File: config.mk
export PLATFORM = sky130hd
export DESIGN_NAME = bcs_capture
export DESIGN_NICKNAME = d
export VERILOG_FILES = /design/src/logic/bcs_uart_rx.v /design/src/logic/bcs_capture.v
export VERILOG_INCLUDE_DIRS = /design/src /design/src/logic
export SDC_FILE = /design/constraint.sdc
export NUM_CORES = 1
export LEC_CHECK = 0
export BUFFER_PORTS_ARGS = -buffer_cell sky130_fd_sc_hd__buf_4
export CAP_MARGIN = 20
export CORE_UTILIZATION = 55
export CTS_CLUSTER_DIAMETER = 150
export CTS_CLUSTER_SIZE = 14
export DETAILED_ROUTE_END_ITERATION = 8
export GPL_TIMING_DRIVEN = 0
export PLACE_DENSITY = 0.73
export SKIP_CTS_REPAIR_TIMING = 1
export SLEW_MARGIN = 40
export SYNTH_ARGS = -nofsm -noshare
export SYNTH_HDL_FRONTEND = slang
export SYNTH_SLANG_ARGS = --single-unit
File: constraint.sdc
create_clock -name clk_i -period 15.9 [get_ports clk_i]
set_clock_uncertainty 0.2 [all_clocks]
set_input_delay 2.385 -clock clk_i [delete_from_list [all_inputs] [get_ports clk_i]]
set_output_delay 2.385 -clock clk_i [all_outputs]
set_load 0.01 [all_outputs]
File: src/logic/bcs_defines.vh
// constants for the bar code serial capture block
// assumes a 100 MHz system clock; included by bare name
`ifndef BCS_DEFINES_VH
`define BCS_DEFINES_VH

// serial timing, fixed format
`define BCS_CLK_HZ 100000000
`define BCS_BAUD 9600
`define BCS_DATA_BITS 4'h8
// cycles per bit, rounded down
// BCS_CLK_HZ / BCS_BAUD, sized to the 16 bit bit timer
`define BCS_BIT_CYCLES 16'h28b0

// character codes
`define BCS_CHAR_CR 8'h0d
`define BCS_CHAR_SPACE 8'h20

// destination word limits
`define BCS_WORDS_MIN 6'h02
`define BCS_WORDS_MAX 6'h20
`define BCS_BUF_DEPTH 62
`define BCS_BUF_LAST 6'h3d

// flag positions
`define BCS_AVAIL_BIT 5
`define BCS_ABORT_BIT 5
`define BCS_ACK_BIT 6
`define BCS_SYS_STATUS_OFF 5'h04
`define BCS_RELAY_AVAIL_OFF 16'h0008
`define BCS_RELAY_ABORT_OFF 16'h0009
`define BCS_RELAY_ACK_OFF 16'h000a

// register offsets (byte addresses)
`define BCS_REG_CTRL 8'h00
`define BCS_REG_WORDS 8'h04
`define BCS_REG_BASE 8'h08
`define BCS_REG_IRQ_STATUS 8'h0c
`define BCS_REG_IRQ_MASK 8'h10
`define BCS_REG_STATE 8'h14

// control fields and reset values
`define BCS_CTRL_ENABLE 0
`define BCS_CTRL_PORT_BUSY 1
`define BCS_CTRL_RELAY_MODE 2
`define BCS_CTRL_RESET 3'h0
`define BCS_BASE_RESET 16'h0000

// interrupt event bits
`define BCS_EV_STORED 0
`define BCS_EV_ERROR 1
`define BCS_EV_ABORT 2

`endif

File: src/logic/bcs_uart_rx.v
// fixed format serial receiver: 8 data bits, even parity, one stop bit
// assumes rx_i is an asynchronous pin idling high
`timescale 1ns/1ps
`default_nettype none
`include "bcs_defines.vh"

module bcs_uart_rx #(
  parameter [15:0] BIT_CYCLES = `BCS_BIT_CYCLES
)(
  // clock and reset
  input wire clk_i,
  input wire reset_i,
  // serial pin
  input wire rx_i,
  // received character
  output reg [7:0] char_o,
  output reg char_valid_o,
  output reg parity_err_o,
  output reg frame_err_o
);
  // one-hot receiver states
  localparam [4:0] S_IDLE = 5'h01;
  localparam [4:0] S_START = 5'h02;
  localparam [4:0] S_DATA = 5'h04;
  localparam [4:0] S_PARITY = 5'h08;
  localparam [4:0] S_STOP = 5'h10;

  reg [2:0] sync; // three stage pin synchroniser
  reg rx_level; // accepted line level
  reg [4:0] state;
  reg [15:0] timer; // cycles left to next sample
  reg [3:0] bit_cnt; // data bits taken
  reg [7:0] shift;
  reg par_ok; // parity result held to the stop bit

  // sync chain; sync[0] only feeds sync[1]
  always @(posedge clk_i or posedge reset_i)
  begin
    if (reset_i)
    begin
      sync <= 3'h7;
      rx_level <= 1'b1;
    end
    else
    begin
      sync <= {sync[1:0], rx_i};
      // a change counts once stages two and three agree
      if (sync[1] == sync[2])
        rx_level <= sync[2];
    end
  end

  // bit timing and framing; samples mid bit
  always @(posedge clk_i or posedge reset_i)
  begin
    if (reset_i)
    begin
      state <= S_IDLE;
      timer <= 16'h0000;
      bit_cnt <= 4'h0;
      shift <= 8'h00;
      par_ok <= 1'b0;
      char_o <= 8'h00;
      char_valid_o <= 1'b0;
      parity_err_o <= 1'b0;
      frame_err_o <= 1'b0;
    end
    else
    begin
      char_valid_o <= 1'b0;
      if (timer != 16'h0000)
        timer <= timer - 16'h0001;
      case (state)
        S_IDLE:
        begin
          // falling edge starts a frame, sample at half bit
          if (!rx_level)
          begin
            state <= S_START;
            timer <= {1'b0, BIT_CYCLES[15:1]};
          end
        end
        S_START:
        begin
          if (timer == 16'h0000)
          begin
            // glitch shorter than half a bit is ignored
            state <= rx_level ? S_IDLE : S_DATA;
            // reload one short: the cycle that sees zero is part of the bit
            timer <= BIT_CYCLES - 16'h0001;
            bit_cnt <= 4'h0;
          end
        end
        S_DATA:
        begin
          if (timer == 16'h0000)
          begin
            shift <= {rx_level, shift[7:1]}; // lsb first
            bit_cnt <= bit_cnt + 4'h1;
            timer <= BIT_CYCLES - 16'h0001;
            if (bit_cnt == `BCS_DATA_BITS - 4'h1)
              state <= S_PARITY;
          end
        end
        S_PARITY:
        begin
          if (timer == 16'h0000)
          begin
            // even parity over data plus parity bit
            par_ok <= ~(^{shift, rx_level});
            timer <= BIT_CYCLES - 16'h0001;
            state <= S_STOP;
          end
        end
        S_STOP:
        begin
          if (timer == 16'h0000)
          begin
            char_o <= shift;
            char_valid_o <= 1'b1;
            parity_err_o <= ~par_ok;
            frame_err_o <= ~rx_level;
            state <= S_IDLE;
          end
        end
        default:
          state <= S_IDLE;
      endcase
    end
  end
endmodule
`default_nettype wire

File: src/logic/bcs_capture.v
// bar code serial capture: gathers a carriage-return terminated scan and
// writes it into the controller's destination words with handshake flags.
// assumes the controller's flag inputs are asynchronous levels.
//
// Design decisions made here: the register offsets and the strobed register port.
`timescale 1ns/1ps
`default_nettype none
`include "bcs_defines.vh"

module bcs_capture #(
  parameter [15:0] BIT_CYCLES = `BCS_BIT_CYCLES
)(
  // clock and reset
  input wire clk_i,
  input wire reset_i,
  // serial reader pin
  input wire rx_i,
  // register port
  input wire [7:0] reg_addr_i,
  input wire [31:0] reg_wdata_i,
  input wire reg_wr_i,
  input wire reg_rd_i,
  output reg [31:0] reg_rdata_o,
  // destination word writes to the controller
  output reg dest_we_o,
  output reg [4:0] dest_addr_o,
  output reg [15:0] dest_data_o,
  // controller flags, word mapping
  input wire [15:0] sys_read_word_i,
  output reg [15:0] sys_status_word_o,
  output wire [4:0] sys_status_off_o,
  // controller flags, relay mapping
  input wire abort_relay_i,
  input wire ack_relay_i,
  output reg avail_relay_o,
  output reg [15:0] relay_avail_addr_o,
  output reg [15:0] relay_abort_addr_o,
  output reg [15:0] relay_ack_addr_o,
  // interrupt
  output wire irq_o
);
  // one-hot capture states
  localparam [4:0] C_IDLE = 5'h01; // waiting for first char
  localparam [4:0] C_RECV = 5'h02; // collecting chars
  localparam [4:0] C_SKIP = 5'h04; // dropping until next CR
  localparam [4:0] C_PEND = 5'h08; // scan held, write blocked
  localparam [4:0] C_WRITE = 5'h10; // streaming words out

  // receiver outputs
  wire [7:0] rx_char;
  wire rx_valid;
  wire rx_perr;
  wire rx_ferr;

  // registers
  reg [2:0] ctrl; // enable, port busy, relay mode
  reg [5:0] words; // destination word count
  reg [15:0] base; // relay base
  reg [2:0] irq_status; // sticky events
  reg [2:0] irq_mask;

  // capture state
  reg [4:0] state;
  reg [7:0] store [0:`BCS_BUF_DEPTH-1]; // held characters
  reg [15:0] char_cnt; // all chars of the scan, truncated included
  reg [4:0] wr_idx; // word being written
  reg avail; // data-available flag
  reg [2:0] ev; // one-cycle events

  // controller flag synchronisers, three stages each
  reg [2:0] abort_sync;
  reg [2:0] ack_sync;
  reg abort_lvl;
  reg ack_lvl;

  wire relay_mode = ctrl[`BCS_CTRL_RELAY_MODE];
  wire abort_src = relay_mode ? abort_relay_i : sys_read_word_i[`BCS_ABORT_BIT];
  wire ack_src = relay_mode ? ack_relay_i : sys_read_word_i[`BCS_ACK_BIT];
  // reader is only taken when enabled and the port is free
  wire rx_open = ctrl[`BCS_CTRL_ENABLE] & ~ctrl[`BCS_CTRL_PORT_BUSY];
  wire take = rx_valid & rx_open;
  wire bad = rx_perr | rx_ferr;
  // last data word index: configured count less the head word
  wire [5:0] words_less = words - 6'h01; // at most 31, fits five bits
  wire [4:0] last_word = words_less[4:0];
  wire blocked = abort_lvl | ack_lvl | avail;
  wire [5:0] lo_idx = {wr_idx, 1'b0} - 6'h02;
  wire [5:0] hi_idx = {wr_idx, 1'b0} - 6'h01;

  // the single serial pin of the reader port
  bcs_uart_rx #(
    .BIT_CYCLES(BIT_CYCLES)
  ) u_rx (
    .clk_i(clk_i),
    .reset_i(reset_i),
    .rx_i(rx_i),
    .char_o(rx_char),
    .char_valid_o(rx_valid),
    .parity_err_o(rx_perr),
    .frame_err_o(rx_ferr)
  );

  // flag inputs cross in from the controller
  always @(posedge clk_i or posedge reset_i)
  begin
    if (reset_i)
    begin
      abort_sync <= 3'h0;
      ack_sync <= 3'h0;
      abort_lvl <= 1'b0;
      ack_lvl <= 1'b0;
    end
    else
    begin
      abort_sync <= {abort_sync[1:0], abort_src};
      ack_sync <= {ack_sync[1:0], ack_src};
      if (abort_sync[1] == abort_sync[2])
        abort_lvl <= abort_sync[2];
      if (ack_sync[1] == ack_sync[2])
        ack_lvl <= ack_sync[2];
    end
  end

  // character store, indexed by running count
  always @(posedge clk_i)
  begin
    // chars past the store are dropped
    if ((state == C_IDLE || state == C_RECV) && take && !bad && rx_char != `BCS_CHAR_CR
        && char_cnt < `BCS_BUF_DEPTH)
      store[char_cnt[5:0]] <= rx_char;
  end

  // capture sequence
  always @(posedge clk_i or posedge reset_i)
  begin
    if (reset_i)
    begin
      state <= C_IDLE;
      char_cnt <= 16'h0000;
      wr_idx <= 5'h00;
      avail <= 1'b0;
      ev <= 3'h0;
      dest_we_o <= 1'b0;
      dest_addr_o <= 5'h00;
      dest_data_o <= 16'h0000;
    end
    else
    begin
      ev <= 3'h0;
      dest_we_o <= 1'b0;
      // ack releases the flag
      if (ack_lvl)
        avail <= 1'b0;
      case (state)
        C_IDLE, C_RECV:
        begin
          if (take)
          begin
            if (bad)
            begin
              // corrupted scan: drop, resync on next CR
              state <= C_SKIP;
              char_cnt <= 16'h0000;
              ev[`BCS_EV_ERROR] <= 1'b1;
            end
            else if (rx_char == `BCS_CHAR_CR)
            begin
              // end code closes the string
              state <= (state == C_RECV) ? C_PEND : C_IDLE;
            end
            else
            begin
              state <= C_RECV;
              if (char_cnt != 16'hffff)
                char_cnt <= char_cnt + 16'h0001;
            end
          end
        end
        C_SKIP:
        begin
          if (take && !bad && rx_char == `BCS_CHAR_CR)
            state <= C_IDLE;
        end
        C_PEND:
        begin
          if (abort_lvl)
          begin
            // abort after arrival clears the held scan
            state <= C_IDLE;
            char_cnt <= 16'h0000;
            ev[`BCS_EV_ABORT] <= 1'b1;
          end
          else if (!blocked)
          begin
            state <= C_WRITE;
            wr_idx <= 5'h00;
          end
        end
        C_WRITE:
        begin
          dest_we_o <= 1'b1;
          dest_addr_o <= wr_idx;
          if (wr_idx == 5'h00)
            dest_data_o <= char_cnt; // full count
          else
            // earlier char low, later high, space padded
            dest_data_o <= {({10'h000, hi_idx} < char_cnt) ? store[hi_idx] : `BCS_CHAR_SPACE,
                            ({10'h000, lo_idx} < char_cnt) ? store[lo_idx] : `BCS_CHAR_SPACE};
          // at or past the end: a count shrunk mid burst cannot run away
          if (wr_idx >= last_word)
          begin
            // flag raised once the last word goes out
            state <= C_IDLE;
            avail <= 1'b1;
            char_cnt <= 16'h0000;
            ev[`BCS_EV_STORED] <= 1'b1;
          end
          else
            wr_idx <= wr_idx + 5'h01;
        end
        default:
          state <= C_IDLE;
      endcase
    end
  end

  // flag outputs in both mappings, from flops
  assign sys_status_off_o = `BCS_SYS_STATUS_OFF;
  always @(posedge clk_i or posedge reset_i)
  begin
    if (reset_i)
    begin
      sys_status_word_o <= 16'h0000;
      avail_relay_o <= 1'b0;
      relay_avail_addr_o <= 16'h0000;
      relay_abort_addr_o <= 16'h0000;
      relay_ack_addr_o <= 16'h0000;
    end
    else
    begin
      sys_status_word_o <= 16'h0000;
      sys_status_word_o[`BCS_AVAIL_BIT] <= avail & ~relay_mode;
      avail_relay_o <= avail & relay_mode;
      relay_avail_addr_o <= base + `BCS_RELAY_AVAIL_OFF;
      relay_abort_addr_o <= base + `BCS_RELAY_ABORT_OFF;
      relay_ack_addr_o <= base + `BCS_RELAY_ACK_OFF;
    end
  end

  // register writes; word count clamps to its legal span
  always @(posedge clk_i or posedge reset_i)
  begin
    if (reset_i)
    begin
      ctrl <= `BCS_CTRL_RESET;
      words <= `BCS_WORDS_MIN;
      base <= `BCS_BASE_RESET;
      irq_mask <= 3'h0;
    end
    else if (reg_wr_i)
    begin
      case (reg_addr_i)
        `BCS_REG_CTRL: ctrl <= reg_wdata_i[2:0];
        `BCS_REG_WORDS:
        begin
          // hold count inside 2..32; change lands at once, even mid burst
          if (reg_wdata_i[5:0] < `BCS_WORDS_MIN || reg_wdata_i[31:6] != 26'h0)
            words <= (reg_wdata_i[31:6] != 26'h0) ? `BCS_WORDS_MAX : `BCS_WORDS_MIN;
          else if (reg_wdata_i[5:0] > `BCS_WORDS_MAX)
            words <= `BCS_WORDS_MAX;
          else
            words <= reg_wdata_i[5:0];
        end
        `BCS_REG_BASE: base <= reg_wdata_i[15:0];
        `BCS_REG_IRQ_MASK: irq_mask <= reg_wdata_i[2:0];
        default: ;
      endcase
    end
  end

  // sticky events, write one to clear; a new event wins
  always @(posedge clk_i or posedge reset_i)
  begin
    if (reset_i)
      irq_status <= 3'h0;
    else if (reg_wr_i && reg_addr_i == `BCS_REG_IRQ_STATUS)
      irq_status <= (irq_status & ~reg_wdata_i[2:0]) | ev;
    else
      irq_status <= irq_status | ev;
  end

  assign irq_o = |(irq_status & irq_mask);

  // read data, one cycle after the strobe; unmapped reads zero
  always @(posedge clk_i or posedge reset_i)
  begin
    if (reset_i)
      reg_rdata_o <= 32'h00000000;
    else if (reg_rd_i)
    begin
      case (reg_addr_i)
        `BCS_REG_CTRL: reg_rdata_o <= {29'h0, ctrl};
        `BCS_REG_WORDS: reg_rdata_o <= {26'h0, words};
        `BCS_REG_BASE: reg_rdata_o <= {16'h0, base};
        `BCS_REG_IRQ_STATUS: reg_rdata_o <= {29'h0, irq_status};
        `BCS_REG_IRQ_MASK: reg_rdata_o <= {29'h0, irq_mask};
        `BCS_REG_STATE: reg_rdata_o <= {char_cnt, 3'h0, state, 7'h0, avail};
        default: reg_rdata_o <= 32'h00000000;
      endcase
    end
    else
      reg_rdata_o <= 32'h00000000;
  end
endmodule
`default_nettype wire

; Yosys cells after proc, flatten, opt, wreduce, memory -nomap -nowiden
; Memory sizes are Yosys's and may differ from the RTL's.
; Cells that the tools add are included.
[classes]
eq_ne = 38
mux = 61
n_lt_le_gt_ge = 6
add_sub_neg = 10
n_reduce_logical = 34
bitwise = 17
[ops]
columns = operator, n
row1 = $pmux 32 s6, 1
row2 = $mux 16, 10
row3 = $mux 5, 14
row4 = $add 16x4->16 const B, 3
row5 = $pmux 16 s3, 1
row6 = $lt 6x16->1, 2
row7 = $mux 32, 1
row8 = $pmux 16 s2, 1
row9 = $reduce_bool 26->1, 1
row10 = $pmux 5 s5, 1
row11 = $eq 8x4->1 const B, 3
row12 = $mux 4, 5
row13 = $pmux 5 s4, 1
row14 = $mux 6, 3
row15 = $mux 1, 17
row16 = $add 16x1->16 const B, 1
row17 = $eq 8x5->1 const B, 2
row18 = $logic_not 16->1, 1
row19 = $lt 16x6->1 const B, 1
row20 = $mux 8, 2
row21 = $ne 16x16->1 const B, 1
row22 = $ne 2x2->1 const B, 8
row23 = $reduce_bool 16->1, 1
row24 = $sub 16x1->16 const B, 1
row25 = 42 further kinds, 84
[word_totals]
elab_cells = 201
input_bits = 63
ff_bits = 222
memories = 1
out_inout_bits = 125
ramBits = 496
[mem_list]
columns = name, depth, width, read_ports, rd_ports_with_merged_regs, write_ports, line
row1 = store, 62, 8, 2, 0, 1, bcs_capture.v:64  ; reg [7:0] store [0:`BCS_BUF_DEPTH-1];

; Depth between registers and ports, before layout
[logic_depth]
word_depth = 9
mapped_depth = 18
mapped_depth_nobuf = 12

; Modules after synthesis
; Synthesis repeated with hierarchy kept, for this count alone.
[unflattened]
hier_cells = 1946
area_unflattened_um2 = 29627.2
[modules_own_cells]
columns = module, instances, cells_each, seq_area_each_um2, area_each_um2
row1 = bcs_capture, 1, 1703, 19200.9, 27167.3
row2 = bcs_uart_rx, 1, 243, 1232.4, 2459.9

; Worst setup path after synthesis
; No wires, ideal clock.
[synth_timing]
kind = input to register
startpoint = in reg_addr_i[1]
endpoint = reg base[0]
stages = 7
t_required_ns = 15.575
slack_ns = 11.644
arrival_time_ns = 3.931
path_buffers = 2
setup_ns = 0.125
cell_sequence = or4_1 nor2_1 and3_1 buf_2 nand2_2 buf_2 mux2_2
[synth_via]
elab_chain_len = 2
[synth_rtl]
columns = item, line
row1 = start: declaration, bcs_capture.v:19  ; input wire [7:0] reg_addr_i,
row2 = $eq 8x4->1, bcs_capture.v:262  ; case (reg_addr_i)
row3 = $reduce_and 2->1 (no source line), -
row4 = end signal: assignment, bcs_capture.v:257  ; base <= `BCS_BASE_RESET;
row5 = end signal: assignment, bcs_capture.v:274  ; `BCS_REG_BASE: base <= reg_wdata_i[15:0];
row6 = end: declaration, bcs_capture.v:58  ; reg [15:0] base;
; No other way between the ends.
; A chain may end at the register's enable or synchronous reset.

; Worst setup path in the final report
[layout_timing]
startpoint = reg wr_idx[0]
endpoint = reg dest_data_o[13]
[layout_via]
elab_chain_len = 4
[layout_rtl]
columns = item, line
row1 = start: declaration, bcs_capture.v:66  ; reg [4:0] wr_idx;
row2 = start signal: assignment, bcs_capture.v:219  ; wr_idx <= wr_idx + 5'h01;
row3 = $sub 6x1->6, bcs_capture.v:88  ; wire [5:0] hi_idx = {wr_idx, 1'b0} - 6'h01;
row4 = $lt 6x16->1 / $mem_v2 62x8 (equally long branches), -
row5 = $mux 8 (no source line), -
row6 = $mux 16 (*), bcs_capture.v:203  ; if (wr_idx == 5'h00)
row7 = end signal: assignment, bcs_capture.v:204  ; dest_data_o <= char_cnt;
row8 = end signal: assignment, bcs_capture.v:207  ; dest_data_o <= {({10'h000, hi_idx} < char_cnt) ? store[hi_idx] : `BCS_CHAR_SPACE,
row9 = end: declaration, bcs_capture.v:27  ; output reg [15:0] dest_data_o,
; Mark *: on every way between the ends. The rest lies on a longest branch, timed or not.

==> flow_metrics.py <==
metrics = {
    "floorplan": {
        "die_area_mm2": 0.0545,
        "start_util": 0.558,
        "die_x_um": 233,
        "die_h_um": 233,
        "fp-row-count": 84,
        "core_area_mm2": 0.0528,
        "io_pins": 188,
    },
    "synth": {
        "syn-instance-count": 1905,
        "ys_types": 76,
        "synthArstFlopShare": 0.308,
        "synth_seq_cells": 717,
        "yosysWarnings": 0,
        "synth_edf_count": 496,
        "avgSynthCellArea_um2": 15.5,
        "synth.yosys.seq_area_share": 0.694,
        "netlist_area_mm2": 0.0294,
        "ys.flop_type": "edfxtp_1",
    },
    "timing": {
        "slew_headroom": 0.430,
        "min_period_ns": 5.64,
        "post-route-period-util": 0.355,
        "whs_ns": 0.156,
        "hold_viol": 0,
        "worst_pin_slew_ns": 0.852,
        "rsz0062_at_grt": "false",
        "setup_violations": 0,
        "tns_ns": 0,
        "drv_slew": 0,
        "achievable-frequency_mhz": 177,
    },
    "finish": {
        "areaGrowthSynthToFinish_pct": 13.9,
        "final_cells": 2872,
        "final_nets": 2235,
        "layout_common_cells": "edfxtp_1 (496), dfrtp_1 (206), nand2_1 (185)",
        "nFillCells": 3789,
        "drive_gt1_frac": 0.231,
        "final_common_cell": "edfxtp_1",
        "num_antenna_cells": 0,
    },
    "clock_tree": {
        "clock_path_buffers": 3,
        "cts_root_buf": "clkbuf_16",
        "cts_made_buffers": 57,
        "h-tree-depth": 2,
        "cts_sinks": 717,
        "clkTransAtPathRegs_ns": 0.07,
        "tritoncts": "done",
        "worstSkewPairLatency_ns": 0.63,
    },
    "pwr": {
        "ir_drop_mv": 0.0861,
        "leakagePower_nw": 11.4,
        "power.density_mw_per_mm2": 101,
        "combPwrFrac": 0.019,
        "seqPwrFrac": 0.591,
        "p_int_mw": 2.70,
        "power.total_mw": 3.37,
        "clkPwrFrac": 0.390,
        "p_sw_uw": 673,
        "swShare": 0.200,
    },
    "drt": {
        "final_antenna_net_count": 0,
        "postRouteWirelength_mm": 70.9,
        "avgRoutedWirePerCell_um": 24.7,
        "drt_pass1_iterations": 8,
        "drc": 32,
        "drtIter0Drc": 2303,
        "num_vias": 17600,
        "routed_via_density": 6.13,
    },
    "placement": {
        "port_buffers": 153,
        "gp_congestion": 0.924,
        "hpwlAfterDp_mm": 49.5,
        "dp_cells": 2778,
    },
    "run": {
        "maxCapViolations": 0,
    },
    "worst_setup_path": {
        "required_ns": 16.20,
        "arrival_ns": 5.94,
        "critPathMaxFanout": 10,
        "startpoint_type": "flop",
        "worstSetupPathType": "reg2reg",
        "endpoint_kind": "flop",
    },
    "outcome": {
        "violations": "design-rule violations",
        "status": "complete, but fails checks",
    },
    "global_route": {
        "overflow": 0,
        "grt_usage": 0.265,
        "grt_max_degree": 74,
        "grt_pass1_wl_mm": 107,
        "antenna_found_initial": 0,
        "grt_pass1_vias": 17200,
    },
    "worst_hold_path": {
        "hold_path_class": "reg2reg",
    },
}
## through the flow
| stage | worst slack, ns | area, um^2 | util |
|---|---|---|---|
| after floorplan | 7.28 | 29500 | - |
| after global placement | 5.15 | 31500 | 0.597 |
| after detailed placement | 10.36 | 31900 | 0.604 |
| after CTS | 10.31 | 33500 | 0.635 |
| after global routing | 10.08 | 33500 | 0.635 |
| final | 10.26 | 33500 | 0.635 |
## worst paths after layout
kind | slack [ns] | endpoint | from | cells past startpoint
max | 10.26 | dest_data_o[13] | wr_idx[0] | 18
min | 0.16 | ack_sync[1] | ack_sync[0] | 0
max reg2reg | 10.26 | dest_data_o[13] | wr_idx[0] | 18
min reg2reg | 0.16 | ack_sync[1] | ack_sync[0] | 0
max in group asynchronous | 12.71 | relay_abort_addr_o[14] | reset_i | 5
min in group asynchronous | 1.48 | u_rx.timer[15] | reset_i | 2
## cell usage after synthesis, drive strengths merged (9+ instances only)
| library cell | n | share of area |
|---|---|---|
| mux2i | 21 | 0.0071 |
| a31oi | 18 | 0.0038 |
| nand3b | 10 | 0.0025 |
| a22oi | 9 | 0.0023 |
| buf | 63 | 0.014 |
| a21oi | 32 | 0.0054 |
| edfxtp | 496 | 0.51 |
| o21ai | 58 | 0.0099 |
| xnor2 | 35 | 0.010 |
| clkbuf | 60 | 0.0076 |
| ha | 23 | 0.0098 |
| dfrtp | 214 | 0.18 |
| nand2 | 186 | 0.024 |
| a221oi | 14 | 0.0042 |
| nor4 | 14 | 0.0047 |
| mux4 | 110 | 0.084 |
| nand4 | 10 | 0.0026 |
| nor2 | 146 | 0.019 |
| nand3 | 62 | 0.011 |
| nand2b | 11 | 0.0023 |
| nor3 | 19 | 0.0032 |
| and3 | 32 | 0.0070 |
| o31ai | 27 | 0.0074 |
| xor2 | 33 | 0.0098 |
| a22o | 15 | 0.0045 |
| mux2 | 51 | 0.020 |
| inv | 33 | 0.0042 |
## critical path, cell delays in order, from the launching register on
cell      delay [ns]
dfrtp_1         0.38
buf_4           0.21
buf_6           0.20
buf_4           0.28
buf_6           0.24
inv_1           0.17
ha_1            0.26
xnor2_1         0.20
inv_2           0.25
buf_2           0.35
buf_2           0.38
buf_1           0.64
ha_1            0.39
o21ai_0         0.09
a21oi_1         0.10
or3_1           0.35
clkbuf_1        0.29
a31oi_1         0.38
a21oi_1         0.12
## per-layer routing
layer	GRT usage	vias up	wire length (um)
met5	0	-	0
met4	0.0938	0	2430
met3	0.0413	141	6150
met2	0.409	899	32900
met1	0.387	8918	29400
li1	-	7633	-
## flip-flops by register name, indices dropped and copies added (netlist names), 4 cells and up
register,cells
base,16
char_cnt,16
dest_addr_o,5
dest_data_o,16
reg_rdata_o,32
relay_abort_addr_o,16
relay_ack_addr_o,16
relay_avail_addr_o,15
state,5
store,496
u_rx.bit_cnt,4
u_rx.char_o,8
u_rx.shift,8
u_rx.state,5
u_rx.timer,16
words,6
wr_idx,5
## power by group through the flow
stage	combinational [mW]	clock [mW]	sequential, mW
after floorplan	0.0283	0	2.04
after global placement	0.0593	0	2.03
after detailed placement	0.0636	0	2.03
after CTS	0.0638	1.33	1.99
after global routing	0.0696	1.40	1.99
final	0.0630	1.32	1.99
## logic make-up after synthesis
| family | count (synthesis) | share of synthesized area |
|---|---|---|
| XOR/XNOR | 68 | 0.0202 |
| flip-flops | 717 | 0.694 |
| AO/OA/AOI/OAI | 222 | 0.0519 |
| other | 2 | 0.000255 |
| buffers and inverters | 156 | 0.0259 |
| AND/OR/NAND/NOR | 532 | 0.0861 |
| adder cells (fa/ha/maj) | 26 | 0.0108 |
| multiplexers | 182 | 0.111 |
## layout make-up
cell class / instances / area (um^2) / share of cell area
inverter: 33 / 131 / 0.00392
multi-input combinational: 1050 / 8380 / 0.250
clock inverter: 2 / 25.0 / 0.000746
timing repair buffer: 167 / 1430 / 0.0425
tap: 688 / 861 / 0.0257
sequential: 717 / 20500 / 0.610
buffer: 123 / 638 / 0.0190
clock buffer: 92 / 1600 / 0.0477
(Power assumes the default switching activity.)
